`src/scr_boot_config_cfg.svh`:
```
// Purpose: Offsets, field positions, reset values and timing counts
// Assumes: 25 MHz mclk, APB byte addressing
// Notes:   Included by the package, the monitor and the bench
`ifndef SCR_BOOT_CONFIG_CFG_SVH
`define SCR_BOOT_CONFIG_CFG_SVH

// Register byte offsets
`define SCR_ADDR_STATUS   8'h00
`define SCR_ADDR_CONTROL  8'h04
`define SCR_ADDR_SLOTCLK  8'h08

// Control fields
`define SCR_CTL_FUND_RST  0
`define SCR_CTL_HOT_RST   1
`define SCR_CTL_HALT      2
`define SCR_CTL_AUXDIS_N  3

// Slot clock fields
`define SCR_SLOT_UP       0
`define SCR_SLOT_DS_LSB   1

// Status fields
`define SCR_STS_PHASE_LSB 16
`define SCR_STS_COLD      20
`define SCR_STS_RSVD_MODE 21

// Port count, mode codes
`define SCR_NUM_DS        4
`define SCR_MODE_NORMAL   3'h0
`define SCR_MODE_CFGMEM   3'h1

// Reset values
`define SCR_RST_HALT      1'b0
`define SCR_RST_AUXDIS_N  1'b0
`define SCR_RST_SLOT      1'b1

// Clock figures in MHz
`define SCR_REF_LOW_MHZ   100
`define SCR_REF_HIGH_MHZ  125
`define SCR_SERDES_MHZ    2500
`define SCR_CORE_MHZ      250
`define SCR_PLL_FB_LOW    (`SCR_SERDES_MHZ / `SCR_REF_LOW_MHZ)
`define SCR_PLL_FB_HIGH   (`SCR_SERDES_MHZ / `SCR_REF_HIGH_MHZ)
`define SCR_PLL_CORE_DIV  (`SCR_SERDES_MHZ / `SCR_CORE_MHZ)

// Management bus rates in kHz
`define SCR_MCLK_KHZ      25000
`define SCR_MBUS_SLOW_KHZ 100
`define SCR_MBUS_FAST_KHZ 400
`define SCR_MBUS_SLOW_CYC \
  ((`SCR_MCLK_KHZ + `SCR_MBUS_SLOW_KHZ - 1) / `SCR_MBUS_SLOW_KHZ)
`define SCR_MBUS_FAST_CYC \
  ((`SCR_MCLK_KHZ + `SCR_MBUS_FAST_KHZ - 1) / `SCR_MBUS_FAST_KHZ)

`endif

```
`src/scr_pkg.sv`:
```
// Purpose: Types of the clock, reset and boot configuration block
// Assumes: Constants come from the cfg header
// Notes:   None
`include "scr_boot_config_cfg.svh"

package scr_pkg;

  // Boot strap vector
  typedef struct packed {
    logic       auxDisN;
    logic [2:0] mode;
    logic       halt;
    logic       slow;
    logic       refSel;
    logic       ccUs;
    logic       ccDs;
  } scr_strap_t;

  typedef enum logic [2:0] {
    PH_FUND, PH_INIT, PH_HALT, PH_RUN, PH_HOT
  } scr_phase_t;

  typedef struct packed {
    logic [7:0]  paddr;
    logic        psel;
    logic        penable;
    logic        pwrite;
    logic [31:0] pwdata;
  } scr_apb_req_t;

  typedef struct packed {
    logic [31:0] prdata;
    logic        pready;
    logic        pslverr;
  } scr_apb_rsp_t;

  typedef struct packed {
    logic        en;
    logic [7:0]  addr;
    logic [31:0] data;
  } scr_cfg_wr_t;

  typedef struct packed {
    logic                   coreReset;
    logic                   regReset;
    logic                   hotReset;
    logic                   stickyClear;
    logic                   vbusHotReset;
    logic [`SCR_NUM_DS-1:0] dsLinkHotReset;
    logic                   fundCold;
    logic                   mgmtBusEn;
  } scr_rst_t;

  typedef struct packed {
    logic                   perstMeta;
    logic                   perst;
    scr_strap_t             strapMeta;
    scr_strap_t             strapSync;
    scr_phase_t             phase;
    logic                   fromPin;
    logic                   coldPending;
    logic                   fundCold;
    scr_strap_t             work;
    scr_strap_t             coldSnap;
    logic                   ctlHalt;
    logic                   ctlAuxDisN;
    logic                   fundReq;
    logic                   hotReq;
    logic                   slotUp;
    logic [`SCR_NUM_DS-1:0] slotDs;
    logic [31:0]            prdata;
    logic                   addrBad;
    logic [7:0]             tickCnt;
    logic                   tick;
    logic                   initStart;
    logic                   stickyClr;
  } scr_st_t;

endpackage : scr_pkg

```
`src/scr_boot_config.sv`:
```
// Purpose: Clock select, boot strap capture and reset sequencing
// Assumes: Straps and platform reset are asynchronous pins
// Notes:   Registers over APB, config memory writes on a side port
`timescale 1ns/1ps

module scr_boot_config (
  // Clock and reset
  input  wire logic                   mclk,
  input  wire logic                   srst,
  // Pins
  input  wire logic                   platformResetN,
  input  wire scr_pkg::scr_strap_t    strapPins,
  // Reset requests from link and bridge logic
  input  wire logic                   linkHotReq,
  input  wire logic                   upBusReset,
  input  wire logic [`SCR_NUM_DS-1:0] dsBusReset,
  // Config memory loader
  input  wire scr_pkg::scr_cfg_wr_t   cfgWr,
  input  wire logic                   cfgDone,
  input  wire logic                   cfgError,
  output logic                        cfgInitStart,
  // APB slave
  input  wire scr_pkg::scr_apb_req_t  apbReq,
  output scr_pkg::scr_apb_rsp_t       apbRsp,
  // Reset outputs
  output scr_pkg::scr_rst_t           rstOut,
  // Clock and mode outputs
  output logic                        refFreqHigh,
  output logic [7:0]                  pllFbDiv,
  output logic [7:0]                  pllCoreDiv,
  output logic                        masterBusSlow,
  output logic                        masterBusTick,
  output logic                        auxPowerEn,
  output logic                        modeReserved,
  output logic                        slotClkUp,
  output logic [`SCR_NUM_DS-1:0]      slotClkDs
);

  //**************************************************************
  // Helpers
  //**************************************************************
  scr_pkg::scr_st_t st;
  scr_pkg::scr_st_t next_st;
  scr_pkg::scr_strap_t ws;
  logic apbWr;
  logic apbSetup;

  function automatic logic isReserved(input logic [2:0] mode);
    isReserved = (mode != `SCR_MODE_NORMAL) &&
                 (mode != `SCR_MODE_CFGMEM);
  endfunction : isReserved

  // Register write shared by APB and config memory
  function automatic scr_pkg::scr_st_t writeReg(
    input scr_pkg::scr_st_t s,
    input logic [7:0]       addr,
    input logic [31:0]      data,
    input logic             fromCfg
  );
    scr_pkg::scr_st_t r;
    r = s;
    case (addr)
      `SCR_ADDR_STATUS: begin
        if (fromCfg) begin
          r.coldSnap = data[8:0];
        end
      end
      `SCR_ADDR_CONTROL: begin
        r.fundReq    = s.fundReq | data[`SCR_CTL_FUND_RST];
        r.hotReq     = s.hotReq | data[`SCR_CTL_HOT_RST];
        r.ctlHalt    = data[`SCR_CTL_HALT];
        r.ctlAuxDisN = data[`SCR_CTL_AUXDIS_N];
      end
      `SCR_ADDR_SLOTCLK: begin
        r.slotUp = data[`SCR_SLOT_UP];
        r.slotDs = data[`SCR_SLOT_DS_LSB +: `SCR_NUM_DS];
      end
      default: begin
        r = s;
      end
    endcase
    return r;
  endfunction : writeReg

  function automatic logic [32:0] readReg(
    input scr_pkg::scr_st_t s,
    input logic [7:0]       addr
  );
    logic [31:0] d;
    logic        bad;
    d   = 32'h0000_0000;
    bad = 1'b0;
    case (addr)
      `SCR_ADDR_STATUS: begin
        d[8:0] = s.coldSnap;
        d[`SCR_STS_PHASE_LSB +: 3] = s.phase;
        d[`SCR_STS_COLD] = s.fundCold;
        d[`SCR_STS_RSVD_MODE] = isReserved(s.work.mode);
      end
      `SCR_ADDR_CONTROL: begin
        d[`SCR_CTL_HALT]     = s.ctlHalt;
        d[`SCR_CTL_AUXDIS_N] = s.ctlAuxDisN;
      end
      `SCR_ADDR_SLOTCLK: begin
        d[`SCR_SLOT_UP] = s.slotUp;
        d[`SCR_SLOT_DS_LSB +: `SCR_NUM_DS] = s.slotDs;
      end
      default: begin
        bad = 1'b1;
      end
    endcase
    return {bad, d};
  endfunction : readReg

  assign apbSetup = apbReq.psel & ~apbReq.penable;
  assign apbWr    = apbReq.psel & apbReq.penable & apbReq.pwrite;

  //**************************************************************
  // Next state
  //**************************************************************
  always_comb begin
    next_st = st;
    ws      = st.fromPin ? st.strapSync : st.work;
    // Pin synchronisers
    next_st.perstMeta = platformResetN;
    next_st.perst     = st.perstMeta;
    next_st.strapMeta = strapPins;
    next_st.strapSync = st.strapMeta;
    next_st.initStart = 1'b0;
    next_st.stickyClr = 1'b0;

    // Register writes, APB last so it wins a same-cycle clash
    if (cfgWr.en) begin
      next_st = writeReg(next_st, cfgWr.addr, cfgWr.data, 1'b1);
    end
    if (apbWr) begin
      next_st = writeReg(next_st, apbReq.paddr, apbReq.pwdata, 1'b0);
    end
    if (apbSetup) begin
      {next_st.addrBad, next_st.prdata} = readReg(st, apbReq.paddr);
    end

    // Load error sets halt, winning over a clear
    if (st.phase == scr_pkg::PH_INIT && cfgError) begin
      next_st.ctlHalt = 1'b1;
    end

    // Master bus bit-rate divider
    next_st.tick = 1'b0;
    if (st.phase == scr_pkg::PH_FUND) begin
      next_st.tickCnt = 8'h00;
    end else if (st.tickCnt == 8'h00) begin
      next_st.tick    = 1'b1;
      next_st.tickCnt = st.work.slow ?
        8'(`SCR_MBUS_SLOW_CYC - 1) : 8'(`SCR_MBUS_FAST_CYC - 1);
    end else begin
      next_st.tickCnt = st.tickCnt - 8'h01;
    end

    // Reset sequencer
    case (st.phase)
      scr_pkg::PH_FUND: begin
        if (st.perst) begin
          if (st.fromPin) begin
            next_st.work = st.strapSync;
            if (st.coldPending) begin
              next_st.coldSnap = st.strapSync;
            end
          end
          next_st.fundCold    = st.fromPin & st.coldPending;
          next_st.coldPending = st.coldPending & ~st.fromPin;
          next_st.ctlHalt     = ws.halt;
          next_st.ctlAuxDisN  = ws.auxDisN;
          next_st.slotUp      = ws.ccUs;
          next_st.slotDs      = {`SCR_NUM_DS{ws.ccDs}};
          next_st.stickyClr   = ~ws.auxDisN;
          next_st.fundReq     = 1'b0;
          next_st.hotReq      = 1'b0;
          if (ws.mode == `SCR_MODE_CFGMEM) begin
            next_st.phase     = scr_pkg::PH_INIT;
            next_st.initStart = 1'b1;
          end else if (ws.halt) begin
            next_st.phase = scr_pkg::PH_HALT;
          end else begin
            next_st.phase = scr_pkg::PH_RUN;
          end
        end
      end
      scr_pkg::PH_INIT: begin
        if (cfgDone || cfgError) begin
          next_st.phase = next_st.ctlHalt ?
            scr_pkg::PH_HALT : scr_pkg::PH_RUN;
        end
      end
      scr_pkg::PH_HALT: begin
        if (!st.ctlHalt) begin
          next_st.phase = scr_pkg::PH_RUN;
        end
      end
      scr_pkg::PH_RUN: begin
        if (linkHotReq || st.hotReq) begin
          next_st.phase  = scr_pkg::PH_HOT;
          next_st.hotReq = 1'b0;
        end
      end
      scr_pkg::PH_HOT: begin
        if (!linkHotReq) begin
          if (st.work.mode == `SCR_MODE_CFGMEM) begin
            next_st.phase     = scr_pkg::PH_INIT;
            next_st.initStart = 1'b1;
          end else begin
            next_st.phase = scr_pkg::PH_RUN;
          end
        end
      end
      default: begin
        next_st.phase = scr_pkg::PH_FUND;
      end
    endcase

    // Fundamental reset sources take priority
    if (!st.perst) begin
      next_st.phase   = scr_pkg::PH_FUND;
      next_st.fromPin = 1'b1;
    end else if (st.fundReq && st.phase != scr_pkg::PH_FUND) begin
      next_st.phase   = scr_pkg::PH_FUND;
      next_st.fromPin = 1'b0;
      next_st.fundReq = 1'b0;
    end
  end

  //**************************************************************
  // State register
  //**************************************************************
  always_ff @(posedge mclk) begin
    if (srst) begin
      st             <= '0;
      st.phase       <= scr_pkg::PH_FUND;
      st.fromPin     <= 1'b1;
      st.coldPending <= 1'b1;
      st.ctlHalt     <= `SCR_RST_HALT;
      st.ctlAuxDisN  <= `SCR_RST_AUXDIS_N;
      st.slotUp      <= `SCR_RST_SLOT;
      st.slotDs      <= {`SCR_NUM_DS{`SCR_RST_SLOT}};
    end else begin
      st <= next_st;
    end
  end

  //**************************************************************
  // Outputs
  //**************************************************************
  always_comb begin
    apbRsp.prdata  = st.prdata;
    apbRsp.pready  = apbReq.psel & apbReq.penable;
    apbRsp.pslverr = apbReq.psel & apbReq.penable & st.addrBad;
  end

  always_comb begin
    rstOut.coreReset    = (st.phase != scr_pkg::PH_RUN);
    rstOut.regReset     = (st.phase == scr_pkg::PH_FUND);
    rstOut.hotReset     = (st.phase == scr_pkg::PH_HOT);
    rstOut.stickyClear  = st.stickyClr;
    rstOut.vbusHotReset = rstOut.hotReset | upBusReset;
    rstOut.fundCold     = st.fundCold;
    rstOut.mgmtBusEn    = (st.phase != scr_pkg::PH_FUND);
  end

  genvar g;
  generate
    for (g = 0; g < `SCR_NUM_DS; g++) begin : gDsHot
      assign rstOut.dsLinkHotReset[g] =
        dsBusReset[g] | rstOut.hotReset;
    end
  endgenerate

  assign refFreqHigh   = st.work.refSel;
  assign pllFbDiv      = st.work.refSel ?
    8'(`SCR_PLL_FB_HIGH) : 8'(`SCR_PLL_FB_LOW);
  assign pllCoreDiv    = 8'(`SCR_PLL_CORE_DIV);
  assign masterBusSlow = st.work.slow;
  assign masterBusTick = st.tick;
  assign auxPowerEn    = st.ctlAuxDisN;
  assign modeReserved  = isReserved(st.work.mode);
  assign cfgInitStart  = st.initStart;
  assign slotClkUp     = st.slotUp;
  assign slotClkDs     = st.slotDs;

endmodule : scr_boot_config

```
`config.mk`:
```
export PLATFORM = sky130hd
export DESIGN_NAME = scr_boot_config
export DESIGN_NICKNAME = d
export VERILOG_FILES = /design/src/scr_pkg.sv /design/src/scr_boot_config.sv
export VERILOG_INCLUDE_DIRS = /design/src /design/src/src
export SDC_FILE = /design/constraint.sdc
export NUM_CORES = 1
export LEC_CHECK = 0
export BUFFER_PORTS_ARGS = -buffer_cell sky130_fd_sc_hd__buf_4
export CELL_PAD_IN_SITES_DETAIL_PLACEMENT = 0
export CELL_PAD_IN_SITES_GLOBAL_PLACEMENT = 1
export CORE_ASPECT_RATIO = 1.4
export CORE_MARGIN = 5
export CORE_UTILIZATION = 30
export CTS_BUF_LIST = sky130_fd_sc_hd__clkbuf_16
export DETAILED_ROUTE_END_ITERATION = 10
export HOLD_SLACK_MARGIN = 0.05
export PLACE_DENSITY = 0.85
export SYNTH_ARGS = -nofsm -noshare
export SYNTH_HDL_FRONTEND = slang
export SYNTH_SLANG_ARGS = --single-unit
export TNS_END_PERCENT = 10
```
`constraint.sdc`:
```
create_clock -name mclk -period 1.9 [get_ports mclk]
set_input_delay 0.38 -clock mclk [delete_from_list [all_inputs] [get_ports mclk]]
set_output_delay 0.38 -clock mclk [all_outputs]
set_load 0.005 [all_outputs]
```
==> metrics.cfg <==
[route]
dr.pass1.iters=4
route.detailed.drc=0
ant_nets=0
vias=3040
wl_per_cell_um=13.9
initialDrtViolationCount=177
drt-vias-per-instance=4.65
wl_mm=9.11

[setup_path]
startpoint=st[74]
cp_common_cell=buf_4
r2r_setup_slack_ns=0.15
crit_family=simple AND/OR/NAND/NOR gates
r2r_end=st[74]
cp_data_arrival_time_ns=1.47
path_cells=or3_4 -> buf_4 -> inv_2 -> buf_4
r2r-start=st[75]
crit_type=flip-flop to output port
crit_path_top_delay_cell=or3_4
crit_required_ns=1.52
critPathBufInv=3
crit_path_max_fanout=10
worst_path_largest_cell_delay_ns=0.40
endpoint_kind=output port
start_kind=flip-flop
worstRegToRegCells=5

[worst_hold_path]
hold_depth=2
worstHoldStart=platformResetN
holdPathEnd=st[96]
hold_path.class=primary input to flip-flop

[power]
power_frac_comb=0.094
p_leak_nw=2.03
power_frac_seq=0.443
p_sw_frac=0.225
power_density_nw_per_um2=815
p_clk_frac=0.463
vdd_drop_max_uv=452
p_sw_uw=883
p_int_mw=3.04

[timing]
fin_crit_sh=0.973
fin_skew_ns=0.00650
rsz0062_at_grt=false
slew_viol_final=0
setup_viol=0
period_needed_ns=1.85
setup_slack_ns=0.0506
hold_violations=0
fmax_ghz=0.541

[die]
io_pins=176
core_um2=12400
num_rows=48
dieHeight_um=143
initial_core_util=0.307
die_w_um=105
die_area_um2=15000

[logic_synthesis]
ys.flop_type=dfxtp_1
synth_area_um2=3790
syn-mean-instance-area_um2=9.07
synth_edf_count=0
yosys_register_bits=79
async_flop_share=0
ys_types=57
synthCells=418
yosys_warnings=0
seq_area_frac_synth=0.417

[run]
drv_cap=0

[clock_tree]
clkTransAtPathRegs_ns=0.06
cts_resized=7
cts_tree=done
numCtsBuffers=9
htree_levels=3
postCtsSetupBuffers=0
cts_hold_buf=0
clkSinkCount=79
cts_root_buffer=clkbuf_16
clockBufferDepth=2
clk_latency_ns=0.33

[finish]
fin_nets=605
stdcell_count=654
area_growth_pct=27.0
design_area_um2=4820
antennaDiodeCount=0
drive_above_1_share=0.313

[global_route]
grt_pass1_vias=3103
grt_max_degree=35
grt_usage=0.121
grt_antenna_before_repair=0
overflow=0
grt_pass1_wl_mm=14.8

[placed_design]
routabilityCongestion=0.789
pre_cts_ws_ns=-0.230
placed_area_um2=4470
placedCellCount=638
dpl.hpwl_mm=7.27
port_buffers=94

[run_status]
status=finished, final reports clean

area by class of cell:
class,count,area (µm²)
repair buffers,115,876
clock inverters,7,97.6
inverters,5,18.8
clock buffers,9,225
multi-input cells,289,1820
well taps,150,188
fillers,1246,7560
flip-flops and latches,79,1590
sequential cells by signal, indices dropped and copies added, names as in the netlist:
signal,count
st,53
apbRsp,14
slotClkDs,4
rstOut,2
auxPowerEn,1
cfgInitStart,1
masterBusSlow,1
masterBusTick,1
refFreqHigh,1
slotClkUp,1
metal layers:
layer  GRT usage  wire [µm]  vias up
li1            -          -     1525
met1       0.135       3540     1399
met2       0.216       4750      102
met3      0.0308        589       14
met4      0.0525        224        0
met5           0          0        -
layout by cell type (no fill, tap or decap), drive strengths merged, types with 3 or more instances in the layout:
cell type and count:
nor2 34, clkinvlp 5, nor2b 24, nand3b 3, xnor2 4, nor3 7
nor4 6, conb 31, and3 4, buf 115, a211oi 10, clkbuf 9
o21ai 12, mux2i 18, inv 5, nand2 37, mux2 11, or2 6
dfxtp 79, nand2b 4, a21oi 27, a22oi 14
synthesized netlist by cell type (all sizes together), types with 5 or more instances:
cell / n / share of area
a21oi: 27 / 0.036
buf: 58 / 0.11
nor3: 7 / 0.0092
a22oi: 14 / 0.028
or2: 6 / 0.0099
a211oi: 10 / 0.020
o21ai: 12 / 0.016
nor2: 34 / 0.036
mux2: 11 / 0.033
mux2i: 18 / 0.048
inv: 5 / 0.0049
nand2: 37 / 0.038
nor2b: 24 / 0.040
dfxtp: 79 / 0.42
clkbuf: 16 / 0.016
nor4: 6 / 0.014
power groups by stage:
stage / clock network, mW / registers [mW] / logic (mW)
2_1_floorplan: 0 / 1.77 / 0.254
3_3_place_gp: 0 / 1.78 / 0.362
3_5_place_dp: 0 / 1.78 / 0.371
4_1_cts: 1.85 / 1.74 / 0.373
5_1_grt: 1.94 / 1.75 / 0.412
6_report: 1.82 / 1.74 / 0.370
worst max-delay path by stage:
stage | slack, ns | to | depth (start not counted)
after CTS | 0.04 | rstOut[2] | 4
after floorplan | 0.04 | slotClkDs[0] | 5
after global placement | -0.19 | slotClkDs[3] | 6
final | 0.05 | rstOut[9] | 4
after global routing | 0.007 | rstOut[2] | 4
after detailed placement | -0.23 | slotClkDs[2] | 6
cells by family after synthesis:
group	Yosys count	share of synthesized area
other cells	2	0.00198
compound gates	78	0.133
xor+xnor	6	0.0139
fa+ha+maj	2	0.00660
flops	79	0.417
simple gates	143	0.212
buf+inv	79	0.135
mux	29	0.0802
metrics by stage:
stage	TNS (ns)	power (mW)	util	hold slack, ns
2_1_floorplan	0	2.02	-	0.414
3_3_place_gp	-0.911	2.14	0.362	0.420
3_5_place_dp	-1.07	2.15	0.362	0.425
4_1_cts	0	3.97	0.389	0.254
5_1_grt	0	4.09	0.389	0.257
6_report	0	3.93	0.389	0.256
Power figures use the tool's default switching activity.
